**src/logic/buck_sup_pkg.sv**
```systemverilog
// constants, carriers and register map of the buck fault supervisor
package buck_sup_pkg;

	// ***************************************************************
	// timing
	// ***************************************************************
	localparam int unsigned CLK_HZ      = 125_000_000;
	localparam int unsigned FSW_LOW_HZ  = 300_000;
	localparam int unsigned FSW_HIGH_HZ = 600_000;
	localparam int unsigned DUTY_LOW_PCT  = 85;
	localparam int unsigned DUTY_HIGH_PCT = 75;
	localparam int unsigned PER_W = 9;
	localparam logic [PER_W-1:0] PERIOD_LOW  = PER_W'(CLK_HZ / FSW_LOW_HZ);
	localparam logic [PER_W-1:0] PERIOD_HIGH = PER_W'(CLK_HZ / FSW_HIGH_HZ);
	localparam logic [PER_W-1:0] MAX_ON_LOW  = PER_W'((CLK_HZ / FSW_LOW_HZ) * DUTY_LOW_PCT / 100);
	localparam logic [PER_W-1:0] MAX_ON_HIGH =
		PER_W'((CLK_HZ / FSW_HIGH_HZ) * DUTY_HIGH_PCT / 100);
	localparam int unsigned SS_TIME_US  = 4800;
	localparam int unsigned SS_CYCLES   = SS_TIME_US * (CLK_HZ / 1_000_000);
	localparam int unsigned SS_W        = 20;
	localparam int unsigned DUMMY_RUNS  = 2;

	// ***************************************************************
	// register map
	// ***************************************************************
	localparam logic [7:0] CTRL_OFS   = 8'h00;
	localparam logic [7:0] STATUS_OFS = 8'h04;
	localparam int unsigned CTRL_RETRY_BIT = 0;
	localparam int unsigned CTRL_NOUV_BIT  = 1;
	localparam int unsigned CTRL_FAST_BIT  = 2;
	localparam logic [2:0] CTRL_RESET = 3'h0;

	// ***************************************************************
	// types
	// ***************************************************************
	typedef enum logic [2:0] {
		ST_OFF      = 3'b000,
		ST_SOFT     = 3'b001,
		ST_RUN      = 3'b010,
		ST_HICCUP   = 3'b011,
		ST_OC_LATCH = 3'b100,
		ST_UV_LATCH = 3'b101
	} phase_type;

	// comparator results, raw from the analog front end
	typedef struct packed {
		logic ov_trip;    // sense above 125 percent
		logic below_half; // sense below 50 percent
		logic uv_trip;    // sense below 75 percent
		logic win_high;   // sense above 110 percent
		logic win_low;    // sense below 90 percent
		logic oc_trip;    // lower switch overcurrent
	} cmp_type;

	typedef struct packed {
		logic       lower_hold;
		phase_type  phase;
		logic       pg_ok;
		logic       oc_pg_low;
		logic       uv_latched;
		logic       ov_latched;
	} status_type;

endpackage

```
**src/logic/buck_fault_supervisor.sv**
```systemverilog
// protection, soft-start, hiccup and power-good supervisor for a buck controller
//
// The implementer's own choices: the address map and the AHB-Lite interface to the registers.
`timescale 1ns/10ps
`default_nettype none
module buck_fault_supervisor
#(
	parameter int unsigned SS_LEN = buck_sup_pkg::SS_CYCLES
)
(
	input  wire logic                 clk,
	input  wire logic                 sys_rst,
	input  wire logic                 hsel,
	input  wire logic [31:0]          haddr,
	input  wire logic [1:0]           htrans,
	input  wire logic                 hwrite,
	input  wire logic [2:0]           hsize,
	input  wire logic [31:0]          hwdata,
	input  wire logic                 hready,
	output logic      [31:0]          hrdata,
	output logic                      hreadyout,
	output logic                      hresp,
	input  wire buck_sup_pkg::cmp_type cmp_raw,
	input  wire logic                 enable_pin,
	input  wire logic                 pwm_demand,
	output logic                      upper_switch_drive,
	output logic                      lower_switch_drive,
	output logic                      soft_start_active,
	output logic                      supply_in_window_flag_o,
	output logic                      supply_in_window_flag_oe
);

	// ***************************************************************
	// synchronisers
	// ***************************************************************
	buck_sup_pkg::cmp_type cmp_meta_q;
	buck_sup_pkg::cmp_type cmp_q;
	logic                  en_meta_q;
	logic                  en_q;

	// two stages; only the second stage is read by the fault logic
	always_ff @(posedge clk)
	begin
		if (sys_rst)
		begin
			cmp_meta_q <= '0;
			cmp_q      <= '0;
			en_meta_q  <= 1'b0;
			en_q       <= 1'b0;
		end
		else
		begin
			cmp_meta_q <= cmp_raw;
			cmp_q      <= cmp_meta_q;
			en_meta_q  <= enable_pin;
			en_q       <= en_meta_q;
		end
	end

	// ***************************************************************
	// register bus
	// ***************************************************************
	logic [2:0]  ctrl_q;
	logic [2:0]  ctrl_d;
	logic        wr_pend_q;
	logic        wr_pend_d;
	logic [7:0]  wr_addr_q;
	logic [7:0]  wr_addr_d;
	logic [31:0] rdata_q;
	logic [31:0] rdata_d;
	logic        addr_phase;
	buck_sup_pkg::status_type status_now;

	function automatic logic [31:0] read_mux(
		input logic [7:0]               ofs,
		input logic [2:0]               ctrl,
		input buck_sup_pkg::status_type st
	);
		logic [31:0] r;
		r = 32'h0000_0000;
		case (ofs)
			buck_sup_pkg::CTRL_OFS:   r = {29'h0000_0000, ctrl};
			buck_sup_pkg::STATUS_OFS: r = {24'h00_0000, st};
			default:                  r = 32'h0000_0000;
		endcase
		return r;
	endfunction

	assign addr_phase = hsel & htrans[1] & hready;

	// read data is caught in the address phase, so no wait states
	always_comb
	begin
		ctrl_d    = ctrl_q;
		wr_pend_d = addr_phase & hwrite;
		wr_addr_d = addr_phase ? haddr[7:0] : wr_addr_q;
		rdata_d   = rdata_q;
		if (addr_phase & ~hwrite)
			rdata_d = read_mux(haddr[7:0], ctrl_q, status_now);
		if (wr_pend_q && wr_addr_q == buck_sup_pkg::CTRL_OFS)
			ctrl_d = hwdata[2:0];
	end

	always_ff @(posedge clk)
	begin
		if (sys_rst)
		begin
			ctrl_q    <= buck_sup_pkg::CTRL_RESET;
			wr_pend_q <= 1'b0;
			wr_addr_q <= 8'h00;
			rdata_q   <= 32'h0000_0000;
		end
		else
		begin
			ctrl_q    <= ctrl_d;
			wr_pend_q <= wr_pend_d;
			wr_addr_q <= wr_addr_d;
			rdata_q   <= rdata_d;
		end
	end

	assign hrdata    = rdata_q;
	assign hreadyout = 1'b1;
	assign hresp     = 1'b0;

	// variant selection from the control register
	logic retry_mode;
	logic no_uv;
	logic fast_osc;
	assign retry_mode = ctrl_q[buck_sup_pkg::CTRL_RETRY_BIT];
	assign no_uv      = ctrl_q[buck_sup_pkg::CTRL_NOUV_BIT];
	assign fast_osc   = ctrl_q[buck_sup_pkg::CTRL_FAST_BIT];

	// ***************************************************************
	// oscillator and duty limit
	// ***************************************************************
	logic [buck_sup_pkg::PER_W-1:0] per_cnt_q;
	logic [buck_sup_pkg::PER_W-1:0] per_cnt_d;
	logic [buck_sup_pkg::PER_W-1:0] period;
	logic [buck_sup_pkg::PER_W-1:0] max_on;
	logic                           pwm_on;

	assign period = fast_osc ? buck_sup_pkg::PERIOD_HIGH : buck_sup_pkg::PERIOD_LOW;
	assign max_on = fast_osc ? buck_sup_pkg::MAX_ON_HIGH : buck_sup_pkg::MAX_ON_LOW;

	// free-running period counter; no external trim exists
	always_comb
	begin
		if (per_cnt_q >= period - 1'b1)
			per_cnt_d = '0;
		else
			per_cnt_d = per_cnt_q + 1'b1;
	end

	always_ff @(posedge clk)
	begin
		if (sys_rst)
			per_cnt_q <= '0;
		else
			per_cnt_q <= per_cnt_d;
	end

	// the modulator request is cut once the duty ceiling is reached
	assign pwm_on = pwm_demand & (per_cnt_q < max_on);

	// ***************************************************************
	// sequencing: soft-start, hiccup, latch-offs
	// ***************************************************************
	buck_sup_pkg::phase_type phase_q;
	buck_sup_pkg::phase_type phase_d;
	logic [buck_sup_pkg::SS_W-1:0] ss_cnt_q;
	logic [buck_sup_pkg::SS_W-1:0] ss_cnt_d;
	logic [1:0]  dummy_q;
	logic [1:0]  dummy_d;
	logic        oc_pg_low_q;
	logic        oc_pg_low_d;
	logic        uv_latch_q;
	logic        uv_latch_d;
	logic        ss_end;
	logic        oc_hit;

	// counted in clk cycles, so both oscillator variants see equal times
	assign ss_end = (ss_cnt_q == SS_LEN[buck_sup_pkg::SS_W-1:0] - 1'b1);
	assign oc_hit = cmp_q.oc_trip & (phase_q == buck_sup_pkg::ST_SOFT
		| phase_q == buck_sup_pkg::ST_RUN);

	always_comb
	begin
		phase_d     = phase_q;
		ss_cnt_d    = ss_cnt_q + 1'b1;
		dummy_d     = dummy_q;
		oc_pg_low_d = oc_pg_low_q;
		uv_latch_d  = uv_latch_q;
		case (phase_q)
			buck_sup_pkg::ST_OFF:
			begin
				ss_cnt_d = '0;
				if (en_q)
					phase_d = buck_sup_pkg::ST_SOFT;
			end
			buck_sup_pkg::ST_SOFT:
			begin
				if (ss_end)
				begin
					phase_d     = buck_sup_pkg::ST_RUN;
					oc_pg_low_d = 1'b0;
				end
			end
			buck_sup_pkg::ST_RUN:
			begin
				ss_cnt_d = '0;
				// overcurrent seen first keeps undervoltage from latching
				if (cmp_q.uv_trip && !no_uv && !oc_pg_low_q && !cmp_q.oc_trip)
				begin
					phase_d    = buck_sup_pkg::ST_UV_LATCH;
					uv_latch_d = 1'b1;
				end
			end
			buck_sup_pkg::ST_HICCUP:
			begin
				// gates stay off while two dummy timeouts run out
				if (ss_end)
				begin
					ss_cnt_d = '0;
					dummy_d  = dummy_q + 1'b1;
					if (dummy_q == 2'(buck_sup_pkg::DUMMY_RUNS - 1))
					begin
						dummy_d = 2'h0;
						phase_d = buck_sup_pkg::ST_SOFT;
					end
				end
			end
			buck_sup_pkg::ST_OC_LATCH:
			begin
				ss_cnt_d = '0;
			end
			buck_sup_pkg::ST_UV_LATCH:
			begin
				ss_cnt_d = '0;
			end
			default:
			begin
				phase_d  = buck_sup_pkg::ST_OFF;
				ss_cnt_d = '0;
			end
		endcase
		if (oc_hit)
		begin
			oc_pg_low_d = 1'b1;
			ss_cnt_d    = '0;
			dummy_d     = 2'h0;
			phase_d = retry_mode ? buck_sup_pkg::ST_HICCUP
				: buck_sup_pkg::ST_OC_LATCH;
		end
		// enable low resets overcurrent, but not the undervoltage latch;
		// a trip in the same cycle still sets the flag, so no event is lost
		if (!en_q && phase_q != buck_sup_pkg::ST_UV_LATCH)
		begin
			phase_d     = buck_sup_pkg::ST_OFF;
			oc_pg_low_d = oc_hit;
			dummy_d     = 2'h0;
			ss_cnt_d    = '0;
		end
	end

	always_ff @(posedge clk)
	begin
		if (sys_rst)
		begin
			phase_q     <= buck_sup_pkg::ST_OFF;
			ss_cnt_q    <= '0;
			dummy_q     <= 2'h0;
			oc_pg_low_q <= 1'b0;
			uv_latch_q  <= 1'b0;
		end
		else
		begin
			phase_q     <= phase_d;
			ss_cnt_q    <= ss_cnt_d;
			dummy_q     <= dummy_d;
			oc_pg_low_q <= oc_pg_low_d;
			uv_latch_q  <= uv_latch_d;
		end
	end

	// ***************************************************************
	// overvoltage latch and lower-switch clamp
	// ***************************************************************
	logic ov_latch_q;
	logic ov_latch_d;
	logic lower_hold_q;
	logic lower_hold_d;

	// armed from reset release in every phase; an open sense pin
	// reads above the trip point and lands here too
	always_comb
	begin
		ov_latch_d   = ov_latch_q | cmp_q.ov_trip;
		lower_hold_d = lower_hold_q;
		if (ov_latch_d)
		begin
			if (cmp_q.ov_trip)
				lower_hold_d = 1'b1;
			else if (cmp_q.below_half)
				lower_hold_d = 1'b0;
		end
	end

	// only power-on reset clears it; the enable pin has no path here
	always_ff @(posedge clk)
	begin
		if (sys_rst)
		begin
			ov_latch_q   <= 1'b0;
			lower_hold_q <= 1'b0;
		end
		else
		begin
			ov_latch_q   <= ov_latch_d;
			lower_hold_q <= lower_hold_d;
		end
	end

	// ***************************************************************
	// gate drive and power-good
	// ***************************************************************
	logic upper_q;
	logic upper_d;
	logic lower_q;
	logic lower_d;
	logic pg_ok_q;
	logic pg_ok_d;
	logic ss_q;
	logic ss_d;
	logic switching;

	assign switching = phase_d == buck_sup_pkg::ST_SOFT || phase_d == buck_sup_pkg::ST_RUN;

	always_comb
	begin
		upper_d = 1'b0;
		lower_d = 1'b0;
		if (ov_latch_d)
			lower_d = lower_hold_d;
		else if (switching)
		begin
			upper_d = pwm_on;
			lower_d = ~pwm_on;
		end
		ss_d = phase_d == buck_sup_pkg::ST_SOFT;
		// run phase, window comparators and overcurrent only; no protection latch
		pg_ok_d = phase_d == buck_sup_pkg::ST_RUN
			&& !cmp_q.win_high
			&& !cmp_q.win_low
			&& !oc_pg_low_d;
	end

	always_ff @(posedge clk)
	begin
		if (sys_rst)
		begin
			upper_q <= 1'b0;
			lower_q <= 1'b0;
			pg_ok_q <= 1'b0;
			ss_q    <= 1'b0;
		end
		else
		begin
			upper_q <= upper_d;
			lower_q <= lower_d;
			pg_ok_q <= pg_ok_d;
			ss_q    <= ss_d;
		end
	end

	assign upper_switch_drive       = upper_q;
	assign lower_switch_drive       = lower_q;
	assign soft_start_active        = ss_q;
	assign supply_in_window_flag_o  = 1'b0; // open drain: pulls low only
	assign supply_in_window_flag_oe = ~pg_ok_q;

	assign status_now = '{
		lower_hold: lower_hold_q,
		phase:      phase_q,
		pg_ok:      pg_ok_q,
		oc_pg_low:  oc_pg_low_q,
		uv_latched: uv_latch_q,
		ov_latched: ov_latch_q
	};

endmodule
`default_nettype wire

```
**config.mk**
```make
export PLATFORM = sky130hd
export DESIGN_NAME = buck_fault_supervisor
export DESIGN_NICKNAME = d
export VERILOG_FILES = /design/src/logic/buck_sup_pkg.sv /design/src/logic/buck_fault_supervisor.sv
export SDC_FILE = /design/constraint.sdc
export NUM_CORES = 1
export LEC_CHECK = 0
export ABC_AREA = 0
export BUFFER_PORTS_ARGS = -buffer_cell sky130_fd_sc_hd__buf_2
export CORE_MARGIN = 2
export CORE_UTILIZATION = 54
export DETAILED_ROUTE_END_ITERATION = 6
export GPL_ROUTABILITY_DRIVEN = 1
export MAX_ROUTING_LAYER = met4
export PLACE_DENSITY = 0.84
export SLEW_MARGIN = 20
export SYNTH_ARGS = -nofsm -noshare
export SYNTH_HDL_FRONTEND = slang
export SYNTH_SLANG_ARGS = --single-unit
export TNS_END_PERCENT = 5
```
**constraint.sdc**
```tcl
create_clock -name clk -period 4.2 [get_ports clk]
set_input_delay 0.42 -clock clk [delete_from_list [all_inputs] [get_ports clk]]
set_output_delay 0.42 -clock clk [all_outputs]
set_load 0.005 [all_outputs]
```
# Word level (Yosys, flattened, before mapping)

Index checks and enable logic that the tools add are counted.

Register bits: 100
Input bits: 82
Output and inout port bits: 39
Word-level logic and storage cells: 108

Add/subtract/negate cells: 4
Magnitude comparators: 2
Equal/unequal tests: 11
Muxes and demuxes: 24
Bitwise logic cells: 12
Reduce and logical (&&, ||, !) cells: 25

Operators with widths:

| cell                                                                  | number |
|---|---|
| 20-bit one-hot mux with 2 select lines                                | 1 |
| 3-bit two-way mux                                                     | 8 |
| 20-bit by 1-bit adder with 20-bit output, second input constant       | 1 |
| 20-bit equality test, second input constant                           | 1 |
| 20-bit two-way mux                                                    | 1 |
| 9-bit two-way mux                                                     | 2 |
| 8-bit logical NOT                                                     | 2 |
| 8-bit one-hot mux with 2 select lines                                 | 1 |
| 3-bit one-hot mux with 5 select lines                                 | 1 |
| 9-bit by 1-bit adder with 9-bit output, second input constant         | 1 |
| 3-bit by 2-bit equality test with 1-bit output, second input constant | 3 |
| 9-bit greater-or-equal comparator                                     | 1 |
| 9-bit < comparator                                                    | 1 |
| 1-bit two-way mux                                                     | 9 |
| 9-bit by 1-bit subtractor with 9-bit output, second input constant    | 1 |
| 8-bit by 3-bit equality test with 1-bit output, second input constant | 1 |
| 1-bit logical AND                                                     | 8 |
| 1-bit logical NOT                                                     | 7 |
| 1-bit bitwise AND                                                     | 6 |
| 3-bit by 1-bit equality test with 1-bit output, second input constant | 2 |
| 3-bit equality test, second input constant                            | 2 |
| 3-bit OR reduction                                                    | 2 |
| 1-bit NOT                                                             | 4 |
| 2-bit AND reduction                                                   | 2 |
| other kinds (8)                                                       | 10 |

# Logic depth before layout (Yosys ltp)

Depth in word-level cells: 12
Mapped depth: 8
Depth with buffers taken out: 8

# Least setup slack after synthesis

Ideal clock, no wire load.

Path kind: register to register
Start point: register ctrl_q[2]
End point: register upper_q, in the netlist upper_switch_drive
Library setup time: 0.080 ns
Arrival: 1.841 ns
Data required time: 4.120 ns
Setup slack: 2.279 ns
Stages on the path, launching flop included: 9
Path buffers: 0
Clock period less this slack: 1.921 ns
Cell sequence: dfxtp_1 inv_1 ha_1 nor4_1 nor2_1 o21ai_0 a211oi_1 nor4b_1 nor3b_1

Longest elaborated chain between the ends: 3

RTL lines:

| element                  | line                         | source |
|---|---|---|
| start: declaration       | buck_fault_supervisor.sv:63  | `logic [2:0] ctrl_q;` |
| start signal: assignment | buck_fault_supervisor.sv:108 | `ctrl_q <= buck_sup_pkg::CTRL_RESET;` |
| start signal: assignment | buck_fault_supervisor.sv:115 | `ctrl_q <= ctrl_d;` |
| 9-bit two-way mux        | buck_fault_supervisor.sv:144 | `assign max_on = fast_osc ? buck_sup_pkg::MAX_ON_HIGH : buck_sup_pkg::MAX_ON_LOW;` |
| 9-bit < comparator       | buck_fault_supervisor.sv:164 | `assign pwm_on = pwm_demand & (per_cnt_q < max_on);` |
| 1-bit bitwise AND        | buck_fault_supervisor.sv:164 |  |
| end signal: assignment   | buck_fault_supervisor.sv:369 | `upper_q <= upper_d;` |
| end: declaration         | buck_fault_supervisor.sv:327 | `logic upper_q;` |

Every way passes these cells.
A chain may end at the register's enable or synchronous reset.

# Final worst setup path

Start point: register ss_cnt_q[0] (netlist name)
End point: register ss_cnt_q[11] (netlist name)

Longest elaborated chain between the ends: 3
Elaborated cells between the ends (all ways): 4
Classes of those cells: add/sub: 1; eq/ne: 1; mux: 2

RTL lines:

| element                                                                                 | line                                                       | source |
|---|---|---|
| start: declaration                                                                      | buck_fault_supervisor.sv:171                               | `logic [buck_sup_pkg::SS_W-1:0] ss_cnt_q;` |
| start signal: assignment                                                                | buck_fault_supervisor.sv:279                               | `ss_cnt_q <= ss_cnt_d;` |
| 20-bit by 1-bit adder with 20-bit output / 20-bit equality test (equally long branches) | buck_fault_supervisor.sv:190, buck_fault_supervisor.sv:183 |  |
| 20-bit two-way mux                                                                      | buck_fault_supervisor.sv:222                               | `if (ss_end)` |
| 20-bit one-hot mux with 2 select lines (*)                                              | buck_fault_supervisor.sv:194                               | `case (phase_q)` |

Mark *: on every way between the ends. The rest lies on a longest branch, timed or not.

==> flow_summary.json <==
{
  "critical_path.reg2reg.endpoint": "ss_cnt_q[11]",
  "synth_adder_area_share_pct": 3.98,
  "met2_usage_pct": 30.7,
  "wl_per_cell_um": 12.5,
  "cts-hold-fix-buffers": 0,
  "clkSinkCount": 76,
  "setup_ws_ns": 1.75,
  "drive_gt1_share_pct": 13.3,
  "postSynth.asyncResetShare_pct": 0,
  "die_h_um": 84.0,
  "remaining_drc_errors": 0,
  "globalRouteTotalUtil_pct": 19.3,
  "nNetsFinal": 526,
  "kind_of_end_point_of_the_critical_path": "flop",
  "detail_route.vias_per_cell": 5.25,
  "finClkSkew_ns": 0.0111,
  "place.detailed.hpwl_um": 4690,
  "min-delay-path-class": "input port to flop",
  "mappedNetlistArea_um2": 3460,
  "finalWeightedCongestion": 0.812,
  "initial_utilization_pct": 55.1,
  "post-synth-top-count-cell": "dfxtp_1",
  "clk_path_buf_depth": 2,
  "pwr-share-comb_pct": 4.5,
  "crit_path_max_incr_delay_ns": 0.61,
  "grt_pass1_vias": 2410,
  "power_switching_mw": 0.296,
  "grt_remaining_overflow": 0,
  "timing.hold.worst.start": "cmp_raw[4]",
  "power_switching_share_pct": 22.4,
  "first_pass_iters": 4,
  "synth_area_leader_cell": "dfxtp_1",
  "cts-buffers-inserted": 9,
  "report.final.hold_viol_count": 0,
  "syn_to_final_growth_pct": 8.76,
  "yosys.area_share.simple_pct": 26.4,
  "grt.met1_usage_pct": 23.7,
  "synth.lib_cells_used.distinct": 52,
  "cts_max_level": 3,
  "synth-main-ff-cell": "dfxtp_1",
  "final_cell_count_no_fill": 514,
  "reg2reg_from": "ss_cnt_q[0]",
  "most_crowded_layer_gr": "met2",
  "synth-xor-area-share_pct": 6.58,
  "design.portCount": 121,
  "clock_power_share_pct": 39.4,
  "setup_viol": 0,
  "antenna_cells": 0,
  "reg2reg_setup_slack_ns": 1.75,
  "number_of_antenna_violations_at_the_first_check_in_global_routing": 0,
  "yosys_warnings": 0,
  "cts_resized": 0,
  "post-place-cells": 499,
  "max_slew.worst_pin.slew_ns": 0.705,
  "clkLatencyLatePin_ns": 0.34,
  "final_max_slew_viol_count": 0,
  "fin_crit_ns": 2.45,
  "outcome": "finished, final reports clean",
  "muxShareOfSynthArea_pct": 1.19,
  "postPlaceCellArea_um2": 3580,
  "grt_start_max_net_pins": 42,
  "cts.root.buffer_cell": "clkbuf_8",
  "min_period_over_period_pct": 58.3,
  "worst-r2r-cell-count": 7,
  "synth_compound_gate_area_share_pct": 9.33,
  "worstPathRequired_ns": 4.40,
  "internal_power_mw": 1.03,
  "rsz0062_at_grt": "false",
  "ys_ff_latch": 76,
  "setup_tns_ns": 0,
  "layout.cell_area.non_filler_um2": 3760,
  "tritoncts": "built",
  "routed_wl_um": 6430,
  "cp_cell_sequence": "ha_1, nand4_1, or4_4, o21ai_0, o21ai_0, or4b_1, nor2_1",
  "mean_post_synth_cell_area_um2": 8.67,
  "die_footprint_um2": 7060,
  "critPathLaunchType": "flop",
  "leakagePower_nw": 1.46,
  "hold_depth": 2,
  "num_rows": 29,
  "antenna_viol_nets_final": 0,
  "slowest_stage": "or4b_1",
  "netlist_instances": 399,
  "drtIter0Drc": 93,
  "pwr-share-seq_pct": 56.1,
  "maxCapViolCount": 0,
  "power.density_nw_per_um2": 352,
  "synth_area_leaders": "dfxtp_1 44%, nor2_1 7.6%, buf_4 5.9%",
  "slew_headroom_pct": 53.0,
  "min_to": "cmp_meta_q[4]",
  "fin_hold_ws_ns": 0.287,
  "netlist_top_cells_count": "76 x dfxtp_1, 70 x nor2_1, 38 x nand2_1",
  "io_buffers": 36,
  "grt.met3_usage_pct": 3.56,
  "die_x_um": 84.0,
  "post-place-ws_ns": 1.78,
  "postCtsSetupRepairBufs": 0,
  "ys_seq_area_share_pct": 44.0,
  "cp_max_fo": 20,
  "largest_family_of_logic_cells_by_synthesized_area": "simple AND/OR/NAND/NOR gates",
  "critPathMostFrequentCell": "o21ai_0",
  "cts.clk_slew.worst_paths_ns": 0.07,
  "fmax_mhz": 408,
  "yosys.area.top_type_share_pct": 44.0,
  "route.vias.total": 2700,
  "cp.arrival_ns": 2.64,
  "max-vdd-ir-drop_v": 0.000277,
  "worst_path_class_setup": "flop to flop",
  "core_region_area_um2": 6280,
  "grt_pass1_wl_um": 10700,
  "synth-edff-count": 0
}
## area by class of cell
type / instances / area [um2]
Clock inverter: 5 / 53.8
Fill cell: 550 / 2520
Tap cell: 77 / 96.3
Sequential cell: 76 / 1520
Multi-Input combinational cell: 300 / 1740
Timing Repair Buffer: 36 / 180
Clock buffer: 10 / 128
Inverter: 10 / 37.5
## metrics by stage
step / utilization [%] / power, mW
2_1_floorplan: - / 0.814
3_3_place_gp: 57.0 / 0.815
3_5_place_dp: 57.0 / 0.818
4_1_cts: 59.9 / 1.33
5_1_grt: 59.9 / 1.37
6_report: 59.9 / 1.32
## sequential cells by signal, indices dropped and copies added, names as in the netlist, 2 cells and up
name        count
ctrl_q          3
hrdata          8
phase_q         3
ss_cnt_q       20
per_cnt_q       9
cmp_q           6
dummy_q         2
cmp_meta_q      6
wr_addr_q       8
## kinds of logic after synthesis
group / Yosys count
compound gates: 49
simple gates: 183
buf+inv: 48
mux: 4
xor+xnor: 26
fa+ha+maj: 11
other cells: 2
flops: 76
## layer usage
metal	share of wire, %	wire length (um)
met5	0	0
met4	1.4	87
met3	5.2	334
met2	50	3200
met1	44	2810
## critical path: cells and delay by family, from the launching register on
family                     cells  cell delay [ns]
and+or+nand+nor                4             1.50
DFF                            1             0.35
AOI/OAI and AO/OA              2             0.26
adders and majority gates      1             0.21
## placed cells by master, fill, tap and decap left out, drive strengths merged, types with 3 or more instances in the layout
cell | netlist | final
a21oi | 19 | 19
a22oi | 8 | 8
buf | 33 | 36
clkbuf | 5 | 10
clkinv | 0 | 4
conb | 2 | 27
dfxtp | 76 | 76
ha | 11 | 11
inv | 10 | 10
mux2i | 3 | 3
nand2 | 38 | 38
nand2b | 4 | 4
nand3 | 8 | 8
nand4 | 9 | 9
nor2 | 70 | 70
nor2b | 16 | 16
nor3 | 9 | 9
nor3b | 3 | 3
nor4 | 5 | 5
nor4bb | 3 | 3
o21ai | 9 | 9
or3 | 3 | 3
xnor2 | 11 | 11
xor2 | 15 | 15
## power by group through the flow
stage | Clock, mW | Combinational [mW] | Sequential (mW)
global route | 0.559 | 0.0695 | 0.744
global placement | 0 | 0.0571 | 0.758
CTS | 0.532 | 0.0601 | 0.742
finish | 0.521 | 0.0602 | 0.742
detailed placement | 0 | 0.0598 | 0.759
floorplan | 0 | 0.0579 | 0.756
## worst max path at each step
stage                start                  to  slack (ns)  cells past startpoint
6_report       ss_cnt_q[0]        ss_cnt_q[11]        1.75                      7
3_3_place_gp   ss_cnt_q[0]        ss_cnt_q[19]        1.85                      7
5_1_grt        ss_cnt_q[0]        ss_cnt_q[11]        1.52                      7
2_1_floorplan    ctrl_q[2]  upper_switch_drive        2.28                      8
3_5_place_dp   ss_cnt_q[0]        ss_cnt_q[11]        1.78                      7
4_1_cts          ctrl_q[2]  upper_switch_drive        1.73                      8
Power figures use the tool's default switching activity.
